$ cat config.mk
export PLATFORM = sky130hd
export DESIGN_NAME = cmtf_ctrl
export DESIGN_NICKNAME = d
export VERILOG_FILES = /design/src/cmtf_pkg.sv /design/src/cmtf_quantum_gen.sv /design/src/cmtf_ctrl.sv
export VERILOG_INCLUDE_DIRS = /design/src
export SDC_FILE = /design/constraint.sdc
export NUM_CORES = 1
export LEC_CHECK = 0
export ABC_AREA = 1
export ABC_CLOCK_PERIOD_IN_PS = 3200
export BUFFER_PORTS_ARGS = -buffer_cell sky130_fd_sc_hd__buf_2
export CAP_MARGIN = 20
export CORE_MARGIN = 1.5
export CORE_UTILIZATION = 37
export CTS_BUF_LIST = sky130_fd_sc_hd__clkbuf_8 sky130_fd_sc_hd__clkbuf_16
export CTS_CLUSTER_SIZE = 10
export DETAILED_ROUTE_END_ITERATION = 6
export GPL_ROUTABILITY_DRIVEN = 1
export HOLD_SLACK_MARGIN = 0.1
export SLEW_MARGIN = 20
export SYNTH_ARGS = -nofsm -noshare
export SYNTH_HDL_FRONTEND = slang
export SYNTH_SLANG_ARGS = --single-unit
$ cat constraint.sdc
create_clock -name sys_clk -period 3.2 [get_ports sys_clk]
set_input_delay 0.16 -clock sys_clk [delete_from_list [all_inputs] [get_ports sys_clk]]
set_output_delay 0.16 -clock sys_clk [all_outputs]
set_load 0.05 [all_outputs]
$ cat src/cmtf_defs.svh
// Offsets, field positions, reset values and widths of the CAN mode/timing/filter control block
`ifndef CMTF_DEFS_SVH
`define CMTF_DEFS_SVH
// Register byte offsets
`define CMTF_OFS_CONTROL    8'h00
`define CMTF_OFS_BIT_TIMING 8'h04
`define CMTF_OFS_INT_STAT   8'h08
`define CMTF_OFS_INT_MASK   8'h0c
`define CMTF_OFS_STAMP      8'h10
`define CMTF_OFS_FILTER0    8'h20
`define CMTF_OFS_FILTER1    8'h24
`define CMTF_OFS_FILTER2    8'h28
`define CMTF_OFS_FILTER3    8'h2c
// Control register fields
`define CMTF_ABORT_BIT      27
`define CMTF_REQ_LSB        24
`define CMTF_CUR_LSB        21
`define CMTF_CAP_BIT        20
`define CMTF_ON_BIT         15
`define CMTF_IDLE_BIT       13
`define CMTF_BUSY_BIT       11
// Bit timing register fields
`define CMTF_BRP_LSB        0
`define CMTF_SJW_LSB        6
`define CMTF_PRSEG_LSB      8
`define CMTF_PH1_LSB        11
`define CMTF_SAM_BIT        14
`define CMTF_FREE_BIT       15
`define CMTF_PH2_LSB        16
`define CMTF_CFG_WMASK      32'h0007_ffff
// Filter byte fields
`define CMTF_FSEL_LSB       0
`define CMTF_MSEL_LSB       5
`define CMTF_FEN_BIT        7
// Reset values and widths
`define CMTF_RST_REQ        3'h4
`define CMTF_RST_CFG        32'h0000_0000
`define CMTF_RST_FILTER     32'h0000_0000
`define CMTF_NUM_EVENTS     3
`define CMTF_STAMP_W        16
`endif

$ cat src/cmtf_pkg.sv
// Types shared by the CAN mode/timing/filter control block
package cmtf_pkg;
    // Operating modes; 3'h5 and 3'h6 are reserved and never held
    typedef enum logic [2:0] {
        CMTF_NORMAL      = 3'h0,
        CMTF_DISABLE     = 3'h1,
        CMTF_LOOPBACK    = 3'h2,
        CMTF_LISTEN_ONLY = 3'h3,
        CMTF_CONFIG      = 3'h4,
        CMTF_LISTEN_ALL  = 3'h7
    } cmtf_mode_t;
endpackage

$ cat src/cmtf_quantum_gen.sv
// Time quantum and bit time tick generator
`timescale 1ns/1ps
module cmtf_quantum_gen (
    input  wire logic       sys_clk,
    input  wire logic       rst_b,
    input  wire logic       run,            // Count only while the module is on
    input  wire logic [5:0] prescaler,      // Quantum prescaler field
    input  wire logic [4:0] quanta_per_bit, // Whole bit length in quanta
    output logic            tq_tick,        // One pulse per time quantum
    output logic            bit_tick        // One pulse per bit time
);
    logic [6:0] div_cnt_reg;  // System clocks within the quantum
    logic [4:0] tq_cnt_reg;   // Quanta within the bit
    wire  [6:0] div_limit;    // Last count of the quantum
    wire        div_wrap;
    wire        bit_wrap;

    // One quantum is 2*(prescaler+1) system clocks
    assign div_limit = {prescaler, 1'b1};
    assign div_wrap  = run && (div_cnt_reg == div_limit);
    assign bit_wrap  = div_wrap && (tq_cnt_reg == quanta_per_bit - 5'h01);

    ////////////////////////////////////////////////////////////////////
    // Quantum divider
    always_ff @(posedge sys_clk) begin
        if (!rst_b || !run || div_wrap) begin
            div_cnt_reg <= 7'h00;
        end else begin
            div_cnt_reg <= div_cnt_reg + 7'h01;
        end
    end

    // Quanta within the bit
    always_ff @(posedge sys_clk) begin
        if (!rst_b || !run || bit_wrap) begin
            tq_cnt_reg <= 5'h00;
        end else if (div_wrap) begin
            tq_cnt_reg <= tq_cnt_reg + 5'h01;
        end
    end

    // Registered ticks
    always_ff @(posedge sys_clk) begin
        if (!rst_b) begin
            tq_tick  <= 1'b0;
            bit_tick <= 1'b0;
        end else begin
            tq_tick  <= div_wrap;
            bit_tick <= bit_wrap;
        end
    end

    ////////////////////////////////////////////////////////////////////
    // Checks
    logic [7:0] gap_reg; // Cycles since the last quantum tick
    always_ff @(posedge sys_clk) begin
        if (!rst_b || !run) begin
            gap_reg <= 8'h00;                // Divider restarts from zero
        end else if (tq_tick) begin
            gap_reg <= 8'h01;
        end else if (gap_reg != 8'hff) begin
            gap_reg <= gap_reg + 8'h01;
        end
    end
endmodule

$ cat src/cmtf_ctrl.sv
// CAN mode, timing, abort, time stamp and filter control with register port
// How it works
// Requested mode field, eight codes, two reserved
// Current mode readable, same encoding
// Abort bit held until all aborts done
// Stamp captured on good receive; timer stops
// Disable finishes transaction; activity flag meanwhile
// Propagation length is field plus one
// Jump width is field plus one
// Quantum is two times prescaler plus one
// Phase 2 automatic unless free programming
// Software avoids three-sample with small prescaler
// Software keeps quanta per bit above seven
// Timing register writable in configuration only
// Per-filter enable bit gates matching
// Two-bit mask select picks one of four
// Five-bit field picks destination FIFO
// Mask and FIFO fields locked while enabled
// Four filters per register, byte each
// Reserved mode requests are ignored
// Current mode follows at bus idle only; the code also follows at once while the module is not active
`include "cmtf_defs.svh"
`timescale 1ns/1ps
module cmtf_ctrl (
    input  wire logic        sys_clk,
    input  wire logic        rst_b,
    input  wire logic [7:0]  reg_addr,
    input  wire logic [31:0] reg_wdata,
    input  wire logic        reg_wr,
    input  wire logic        reg_rd,
    output logic      [31:0] reg_rdata,
    output logic             irq,
    input  wire logic        bus_idle,        // Engine at a bus idle point
    input  wire logic        engine_busy,     // Engine inside a transaction
    input  wire logic        tx_abort_done,   // All transmit buffers have aborted
    input  wire logic        rx_msg_valid,    // Pulse on each valid received message
    output logic             abort_all_tx,
    output logic [2:0]       current_op_mode,
    output logic             module_activity_flag,
    output logic             idle_stop,
    output logic             rx_stamp_valid,
    output logic [15:0]      rx_stamp,
    output logic [3:0]       prop_segment_len,
    output logic [2:0]       resync_jump_width,
    output logic [3:0]       phase1_len,
    output logic [3:0]       phase2_len,
    output logic             three_sample,
    output logic             tq_tick,
    output logic             bit_tick,
    output logic [15:0]      filter_enable_n,
    output logic [31:0]      filter_mask_sel_n,
    output logic [79:0]      filter_fifo_sel_n
);
    ////////////////////////////////////////////////////////////////////
    // Functions

    // A length field counts one quantum more than its value
    function automatic logic [3:0] cmtf_len(input logic [2:0] f);
        cmtf_len = {1'b0, f} + 4'h1;
    endfunction

    // Codes 5 and 6 are reserved
    function automatic logic cmtf_mode_ok(input logic [2:0] m);
        cmtf_mode_ok = (m != 3'h5) && (m != 3'h6);
    endfunction

    // Filter write: enable always, other fields only while disabled
    function automatic logic [31:0] cmtf_flt_next(input logic [31:0] old,
                                                  input logic [31:0] wd);
        logic [31:0] r;
        r = old;
        for (int i = 0; i < 4; i++) begin
            r[8*i+`CMTF_FEN_BIT] = wd[8*i+`CMTF_FEN_BIT];
            if (!old[8*i+`CMTF_FEN_BIT]) begin
                r[8*i +: 7] = wd[8*i +: 7];
            end
        end
        cmtf_flt_next = r;
    endfunction

    ////////////////////////////////////////////////////////////////////
    // State
    logic [2:0]                  req_mode_reg;   // Requested mode
    cmtf_pkg::cmtf_mode_t        cur_mode_reg;   // Mode in force
    logic                        abort_reg;      // Abort all request
    logic                        cap_en_reg;     // Time stamp capture enable
    logic                        on_reg;         // Module enable from software
    logic                        idle_reg;       // Stop in idle
    logic                        active_reg;     // Module still running
    logic [31:0]                 cfg_reg;        // Bit timing register
    logic [31:0]                 flt_reg [4];    // Filter control registers
    logic [`CMTF_STAMP_W-1:0]    timer_reg;      // Receive time stamp timer
    logic [`CMTF_NUM_EVENTS-1:0] stat_reg;       // Sticky events
    logic [`CMTF_NUM_EVENTS-1:0] mask_reg;       // Interrupt mask

    ////////////////////////////////////////////////////////////////////
    // Decode
    wire wr_ctl   = reg_wr && (reg_addr == `CMTF_OFS_CONTROL);
    wire wr_cfg   = reg_wr && (reg_addr == `CMTF_OFS_BIT_TIMING);
    wire wr_mask  = reg_wr && (reg_addr == `CMTF_OFS_INT_MASK);
    wire rd_stat  = reg_rd && (reg_addr == `CMTF_OFS_INT_STAT);
    wire in_cfg   = (cur_mode_reg == cmtf_pkg::CMTF_CONFIG);
    wire [3:0] wr_flt;
    assign wr_flt[0] = reg_wr && (reg_addr == `CMTF_OFS_FILTER0);
    assign wr_flt[1] = reg_wr && (reg_addr == `CMTF_OFS_FILTER1);
    assign wr_flt[2] = reg_wr && (reg_addr == `CMTF_OFS_FILTER2);
    assign wr_flt[3] = reg_wr && (reg_addr == `CMTF_OFS_FILTER3);

    // Mode change may land at a bus idle point, or at once when stopped
    wire mode_step = (bus_idle || !active_reg)
                     && cmtf_mode_ok(req_mode_reg)
                     && (req_mode_reg != cur_mode_reg);

    // Phase 2 follows phase 1 unless freely programmed
    wire [2:0] ph1_f = cfg_reg[`CMTF_PH1_LSB +: 3];
    wire [2:0] ph2_f = cfg_reg[`CMTF_FREE_BIT] ? cfg_reg[`CMTF_PH2_LSB +: 3]
                                               : ph1_f;
    wire [4:0] qpb   = 5'h01 + {1'b0, cmtf_len(cfg_reg[`CMTF_PRSEG_LSB +: 3])}
                     + {1'b0, cmtf_len(ph1_f)} + {1'b0, cmtf_len(ph2_f)};

    // Events: mode reached, abort complete, stamp captured
    wire ev_abort = abort_reg && tx_abort_done;
    wire ev_stamp = rx_msg_valid && cap_en_reg && active_reg;
    wire [`CMTF_NUM_EVENTS-1:0] ev = {ev_stamp, ev_abort, mode_step};
    wire [`CMTF_NUM_EVENTS-1:0] stat_next = (rd_stat ? '0 : stat_reg) | ev;

    // Read images
    wire [31:0] ctl_img = ({31'h0, abort_reg} << `CMTF_ABORT_BIT)
                        | ({29'h0, req_mode_reg} << `CMTF_REQ_LSB)
                        | ({29'h0, cur_mode_reg} << `CMTF_CUR_LSB)
                        | ({31'h0, cap_en_reg} << `CMTF_CAP_BIT)
                        | ({31'h0, on_reg} << `CMTF_ON_BIT)
                        | ({31'h0, idle_reg} << `CMTF_IDLE_BIT)
                        | ({31'h0, active_reg} << `CMTF_BUSY_BIT);
    logic [31:0] rd_mux;
    always_comb begin
        unique case (reg_addr)
            `CMTF_OFS_CONTROL:    rd_mux = ctl_img;
            `CMTF_OFS_BIT_TIMING: rd_mux = cfg_reg;
            `CMTF_OFS_INT_STAT:   rd_mux = {29'h0, stat_reg};
            `CMTF_OFS_INT_MASK:   rd_mux = {29'h0, mask_reg};
            `CMTF_OFS_STAMP:      rd_mux = {timer_reg, rx_stamp};
            `CMTF_OFS_FILTER0:    rd_mux = flt_reg[0];
            `CMTF_OFS_FILTER1:    rd_mux = flt_reg[1];
            `CMTF_OFS_FILTER2:    rd_mux = flt_reg[2];
            `CMTF_OFS_FILTER3:    rd_mux = flt_reg[3];
            default:              rd_mux = 32'h0000_0000;
        endcase
    end

    ////////////////////////////////////////////////////////////////////
    // Control register
    always_ff @(posedge sys_clk) begin
        if (!rst_b) begin
            req_mode_reg <= `CMTF_RST_REQ;
            cap_en_reg   <= 1'b0;
            on_reg       <= 1'b0;
            idle_reg     <= 1'b0;
        end else if (wr_ctl) begin
            req_mode_reg <= reg_wdata[`CMTF_REQ_LSB +: 3];
            cap_en_reg   <= reg_wdata[`CMTF_CAP_BIT];
            on_reg       <= reg_wdata[`CMTF_ON_BIT];
            idle_reg     <= reg_wdata[`CMTF_IDLE_BIT];
        end
    end

    // Abort: software sets, hardware clears once all aborts are done
    always_ff @(posedge sys_clk) begin
        if (!rst_b || ev_abort) begin
            abort_reg <= 1'b0;
        end else if (wr_ctl && reg_wdata[`CMTF_ABORT_BIT]) begin
            abort_reg <= 1'b1;
        end
    end

    // Mode in force
    always_ff @(posedge sys_clk) begin
        if (!rst_b) begin
            cur_mode_reg <= cmtf_pkg::CMTF_CONFIG;
        end else if (mode_step) begin
            cur_mode_reg <= cmtf_pkg::cmtf_mode_t'(req_mode_reg);
        end
    end

    // Stays active until the transaction in progress is over
    always_ff @(posedge sys_clk) begin
        if (!rst_b) begin
            active_reg <= 1'b0;
        end else begin
            active_reg <= on_reg || (active_reg && engine_busy);
        end
    end

    ////////////////////////////////////////////////////////////////////
    // Bit timing register, configuration mode only
    always_ff @(posedge sys_clk) begin
        if (!rst_b) begin
            cfg_reg <= `CMTF_RST_CFG;
        end else if (wr_cfg && in_cfg) begin
            cfg_reg <= reg_wdata & `CMTF_CFG_WMASK;
        end
    end

    // Decoded lengths
    always_ff @(posedge sys_clk) begin
        if (!rst_b) begin
            prop_segment_len  <= 4'h1;
            resync_jump_width <= 3'h1;
            phase1_len        <= 4'h1;
            phase2_len        <= 4'h1;
            three_sample      <= 1'b0;
        end else begin
            prop_segment_len  <= cmtf_len(cfg_reg[`CMTF_PRSEG_LSB +: 3]);
            resync_jump_width <= {1'b0, cfg_reg[`CMTF_SJW_LSB +: 2]} + 3'h1;
            phase1_len        <= cmtf_len(ph1_f);
            phase2_len        <= cmtf_len(ph2_f);
            three_sample      <= cfg_reg[`CMTF_SAM_BIT];
        end
    end

    // Quantum and bit time ticks
    cmtf_quantum_gen u_qgen (
        .sys_clk        (sys_clk),
        .rst_b          (rst_b),
        .run            (active_reg),
        .prescaler      (cfg_reg[`CMTF_BRP_LSB +: 6]),
        .quanta_per_bit (qpb),
        .tq_tick        (tq_tick),
        .bit_tick       (bit_tick)
    );

    ////////////////////////////////////////////////////////////////////
    // Filter control registers
    always_ff @(posedge sys_clk) begin
        for (int i = 0; i < 4; i++) begin
            if (!rst_b) begin
                flt_reg[i] <= `CMTF_RST_FILTER;
            end else if (wr_flt[i]) begin
                flt_reg[i] <= cmtf_flt_next(flt_reg[i], reg_wdata);
            end
        end
    end

    // Filter n sits in byte n mod 4 of register n div 4
    for (genvar n = 0; n < 16; n++) begin : g_flt
        assign filter_enable_n[n]         = flt_reg[n/4][8*(n%4)+`CMTF_FEN_BIT];
        assign filter_mask_sel_n[2*n +: 2] = flt_reg[n/4][8*(n%4)+`CMTF_MSEL_LSB +: 2];
        assign filter_fifo_sel_n[5*n +: 5] = flt_reg[n/4][8*(n%4)+`CMTF_FSEL_LSB +: 5];
    end

    ////////////////////////////////////////////////////////////////////
    // Receive time stamp timer runs per bit time, halted without capture
    always_ff @(posedge sys_clk) begin
        if (!rst_b) begin
            timer_reg <= '0;
        end else if (cap_en_reg && bit_tick) begin
            timer_reg <= timer_reg + 16'h0001;
        end
    end

    // Stamp taken with each valid message while capture is enabled and the module is active
    always_ff @(posedge sys_clk) begin
        if (!rst_b) begin
            rx_stamp       <= '0;
            rx_stamp_valid <= 1'b0;
        end else begin
            rx_stamp_valid <= ev_stamp;
            if (ev_stamp) begin
                rx_stamp <= timer_reg;
            end
        end
    end

    ////////////////////////////////////////////////////////////////////
    // Interrupts: sticky status cleared by read, set wins
    always_ff @(posedge sys_clk) begin
        if (!rst_b) begin
            stat_reg <= '0;
            mask_reg <= '0;
            irq      <= 1'b0;
        end else begin
            stat_reg <= stat_next;
            if (wr_mask) begin
                mask_reg <= reg_wdata[`CMTF_NUM_EVENTS-1:0];
            end
            irq <= |(stat_next & (wr_mask ? reg_wdata[`CMTF_NUM_EVENTS-1:0] : mask_reg));
        end
    end

    // Read data stand for one cycle only
    always_ff @(posedge sys_clk) begin
        if (!rst_b || !reg_rd) begin
            reg_rdata <= 32'h0000_0000;
        end else begin
            reg_rdata <= rd_mux;
        end
    end

    // Registered copies of control state
    assign abort_all_tx         = abort_reg;
    assign current_op_mode      = cur_mode_reg;
    assign module_activity_flag = active_reg;
    assign idle_stop            = idle_reg;

    ////////////////////////////////////////////////////////////////////
    // Checks
    logic chk_live_reg; // High once reset has been released for a whole cycle
    // Keeps history checks off the edge where reset lifts
    always_ff @(posedge sys_clk) begin
        chk_live_reg <= rst_b;
    end
endmodule

==> impl_results.md <==
- Outcome: finished clean
- Core Util, Final: 48.1%
- Post-synth top area cell: edfxtp_1
- Post-route setup TNS: 0 ns
- Startpoint types: register
- Final HPWL from detailed placement: 30,300 um
- Sequential fraction of the synthesis area: 57.1%
- Max Clock Skew: 0.0128 ns
- IO Port Bufs: 249
- Total wire length: 39,900 um
- Syn Area/Cell: 8.55 um2
- Grt met1 use: 33.9%
- Flops & latches, synth: 260
- Clock period minus worst slack: 3.00 ns
- Post-Syn Instances: 1,328
- RSZ-0062 raised after global routing: false
- M2 GR Usage: 37.9%
- Pleak: 6.42 nW
- Routed vias: 10,174
- Routed len/inst: 19.5 um
- Synth area leaders: edfxtp_1 (34%), dfxtp_1 (23%), nand2_1 (11%), nor2_1 (7.7%), inv_1 (4.0%)
- Starting Density: 37.9%
- Cell Count, Final, Fillers Out: 2,046
- Predominant post-synthesis flop cell: dfxtp_1
- Final RePlAce weighted congestion: 0.932
- Worst-margin pin slew: 0.839 ns
- Crit path kind: register to register
- Layout fillers: 2,977
- GRT Residual Overflow: 0
- First-pass GRT wire length: 58,500 um
- CTS tree: built
- Arr. time, crit path: 3.45 ns
- GR peak layer: met2
- Vias in the first global route: 9,637
- Clk sinks: 260
- Fmax: 333 MHz
- Post-synth EDFFs: 128
- Critical path peak fanout: 8
- Total Routing Usage GR: 24.9%
- Total CTS buffers: 31
- Worst skew pair latency: 0.56 ns
- Final-report max-slew violation count: 0
- Leading cell types by count after synthesis: nand2_1 (329), nor2_1 (232), dfxtp_1 (132), edfxtp_1 (128), inv_1 (120)
- Area growth, synth to finish: 26.9%
- Post-synth cell types: 40
- DRT iter0 DRCs: 925
- Min Hold Slack: 0.118 ns
- Die Width: 178 um
- Pre-Repair DR Iteration Count: 5
- Ratio of cells with drive above 1 in the final layout: 22.9%
- H-tree levels: 1
- Final-stage net count: 1,696
- Pin count of the biggest net entering global routing: 57
- Area of the die: 0.0318 mm2
- Final hold violation count: 0
- Yosys warnings: 0
- FF-to-FF path depth: 16
- Mapped Area: 0.0114 mm2
- Final Setup Violations: 0
- Initial antenna violation count: 1
- Yosys top cell area share: 33.8%
- Clock-pin slew of the registers on the worst-case setup and hold paths: 0.06 ns
- Row count: 63
- Worst Hold Class: input port to register
- Placed Cells: 1,949
- Slew HR: 43.7%
- Via/cell ratio: 4.97
- Antenna Violating Nets Remaining: 0
- Max_cap viols: 0
- Ys async rst share: 0%
- Clock Tree Buf Depth: 3
- Fin crit share: 93.8%
- GR Util met3: 5.78%
- CP endpoint kind: register
- Die height: 178 um
- DRC violations left: 0
- Ports: 250
- Total power: 7.51 mW
- Pwr dens: 521 mW/mm2
- CP required: 3.64 ns
- Root Buffer Master: clkbuf_16
- Core area: 0.0300 mm2
- Top-count cell post-synth: nand2_1
- Worst IR Drop VDD: 0.366 mV
- Syn nets: 1,391
- WHS Path Cells: 3
- Max reg flops: 128
## final cells by class
type	count	area [um2]	share of cell area, %
Clock buffer	36	845	5.86
Inverter	124	465	3.23
Multi-Input combinational cell	889	4120	28.6
Timing Repair Buffer	327	1930	13.4
Antenna cell	1	2.50	0.0174
Sequential cell	260	6490	45.0
Tap cell	390	488	3.39
Clock inverter	19	77.6	0.538
## worst paths after layout
path	from	end	slack, ns
worst max register to register	cfg_reg[15]	u_qgen.tq_cnt_reg[0]	0.20
worst max-delay path	cfg_reg[15]	u_qgen.tq_cnt_reg[0]	0.20
worst min-delay path	rst_b	resync_jump_width[0]	0.12
worst min register to register	cfg_reg[6]	resync_jump_width[0]	0.46
## cells by family (layout without fill, tap and decap cells)
logic type | Yosys count | after routing | synth area share, %
AO/OA/AOI/OAI | 151 | 151 | 6.81
AND/OR/NAND/NOR | 703 | 703 | 25.8
other | 0 | 1 | 0
XOR/XNOR | 20 | 20 | 1.54
adder cells (fa/ha/maj) | 15 | 15 | 1.98
buffers and inverters | 179 | 506 | 6.72
flip-flops | 260 | 260 | 57.1
## routing by layer
| metal | part of all wire, % | up-vias |
|---|---|---|
| met5 | 0 | - |
| met4 | 4.4 | 0 |
| met3 | 9.2 | 91 |
| met2 | 44 | 478 |
| met1 | 42 | 4742 |
| li1 | - | 4863 |
## where the power goes
group	internal [mW]	switching [mW]	total (mW)
Combinational	0.148	0.530	0.678
Sequential	3.58	0.0687	3.64
Clock	1.84	1.34	3.18
Total	5.57	1.94	7.51
## cells in the final DEF, fill, tap and decap left out, types with 8 or more instances in the layout
cell type / n
ha_1: 10
xnor2_1: 10
xor2_1: 10
o21ai_0: 73
a21oi_1: 67
nor3_1: 8
clkbuf_16: 31
edfxtp_1: 128
buf_4: 38
dfxtp_1: 131
buf_2: 249
nand3_1: 80
inv_1: 137
nor2_1: 232
nor2_2: 34
dlygate4sd3_1: 40
nand2_1: 328
## stage by stage
step | area, um2 | setup WS, ns
after global routing | 14400 | 0.0413
after floorplan | 11400 | 0.337
after global placement | 13100 | 0.0877
after detailed placement | 13100 | 0.0698
final | 14400 | 0.198
after CTS | 14400 | 0.0402
## what timing repair did
action / in CTS / in global routing
endpoints found under the hold margin: 160 / 0
setup endpoints to repair: 0 / 6
buffers inserted: 0 / 1
gates resized for setup: 0 / 3
hold buffers: 40 / 0
## worst max-delay path: stages (launching register included)
cell and delay, ns:
dfxtp_2 0.39, nand2_1 0.07, o21ai_0 0.08, inv_1 0.08
ha_1 0.30, inv_1 0.06, fa_1 0.53, inv_1 0.04
ha_1 0.20, inv_1 0.07, fa_1 0.41, xor2_1 0.14
nand3_1 0.09, nor2_1 0.14, nand3_1 0.10, nand2_2 0.13
nor2_1 0.05
Note: power is estimated with default switching activity, not from simulation.
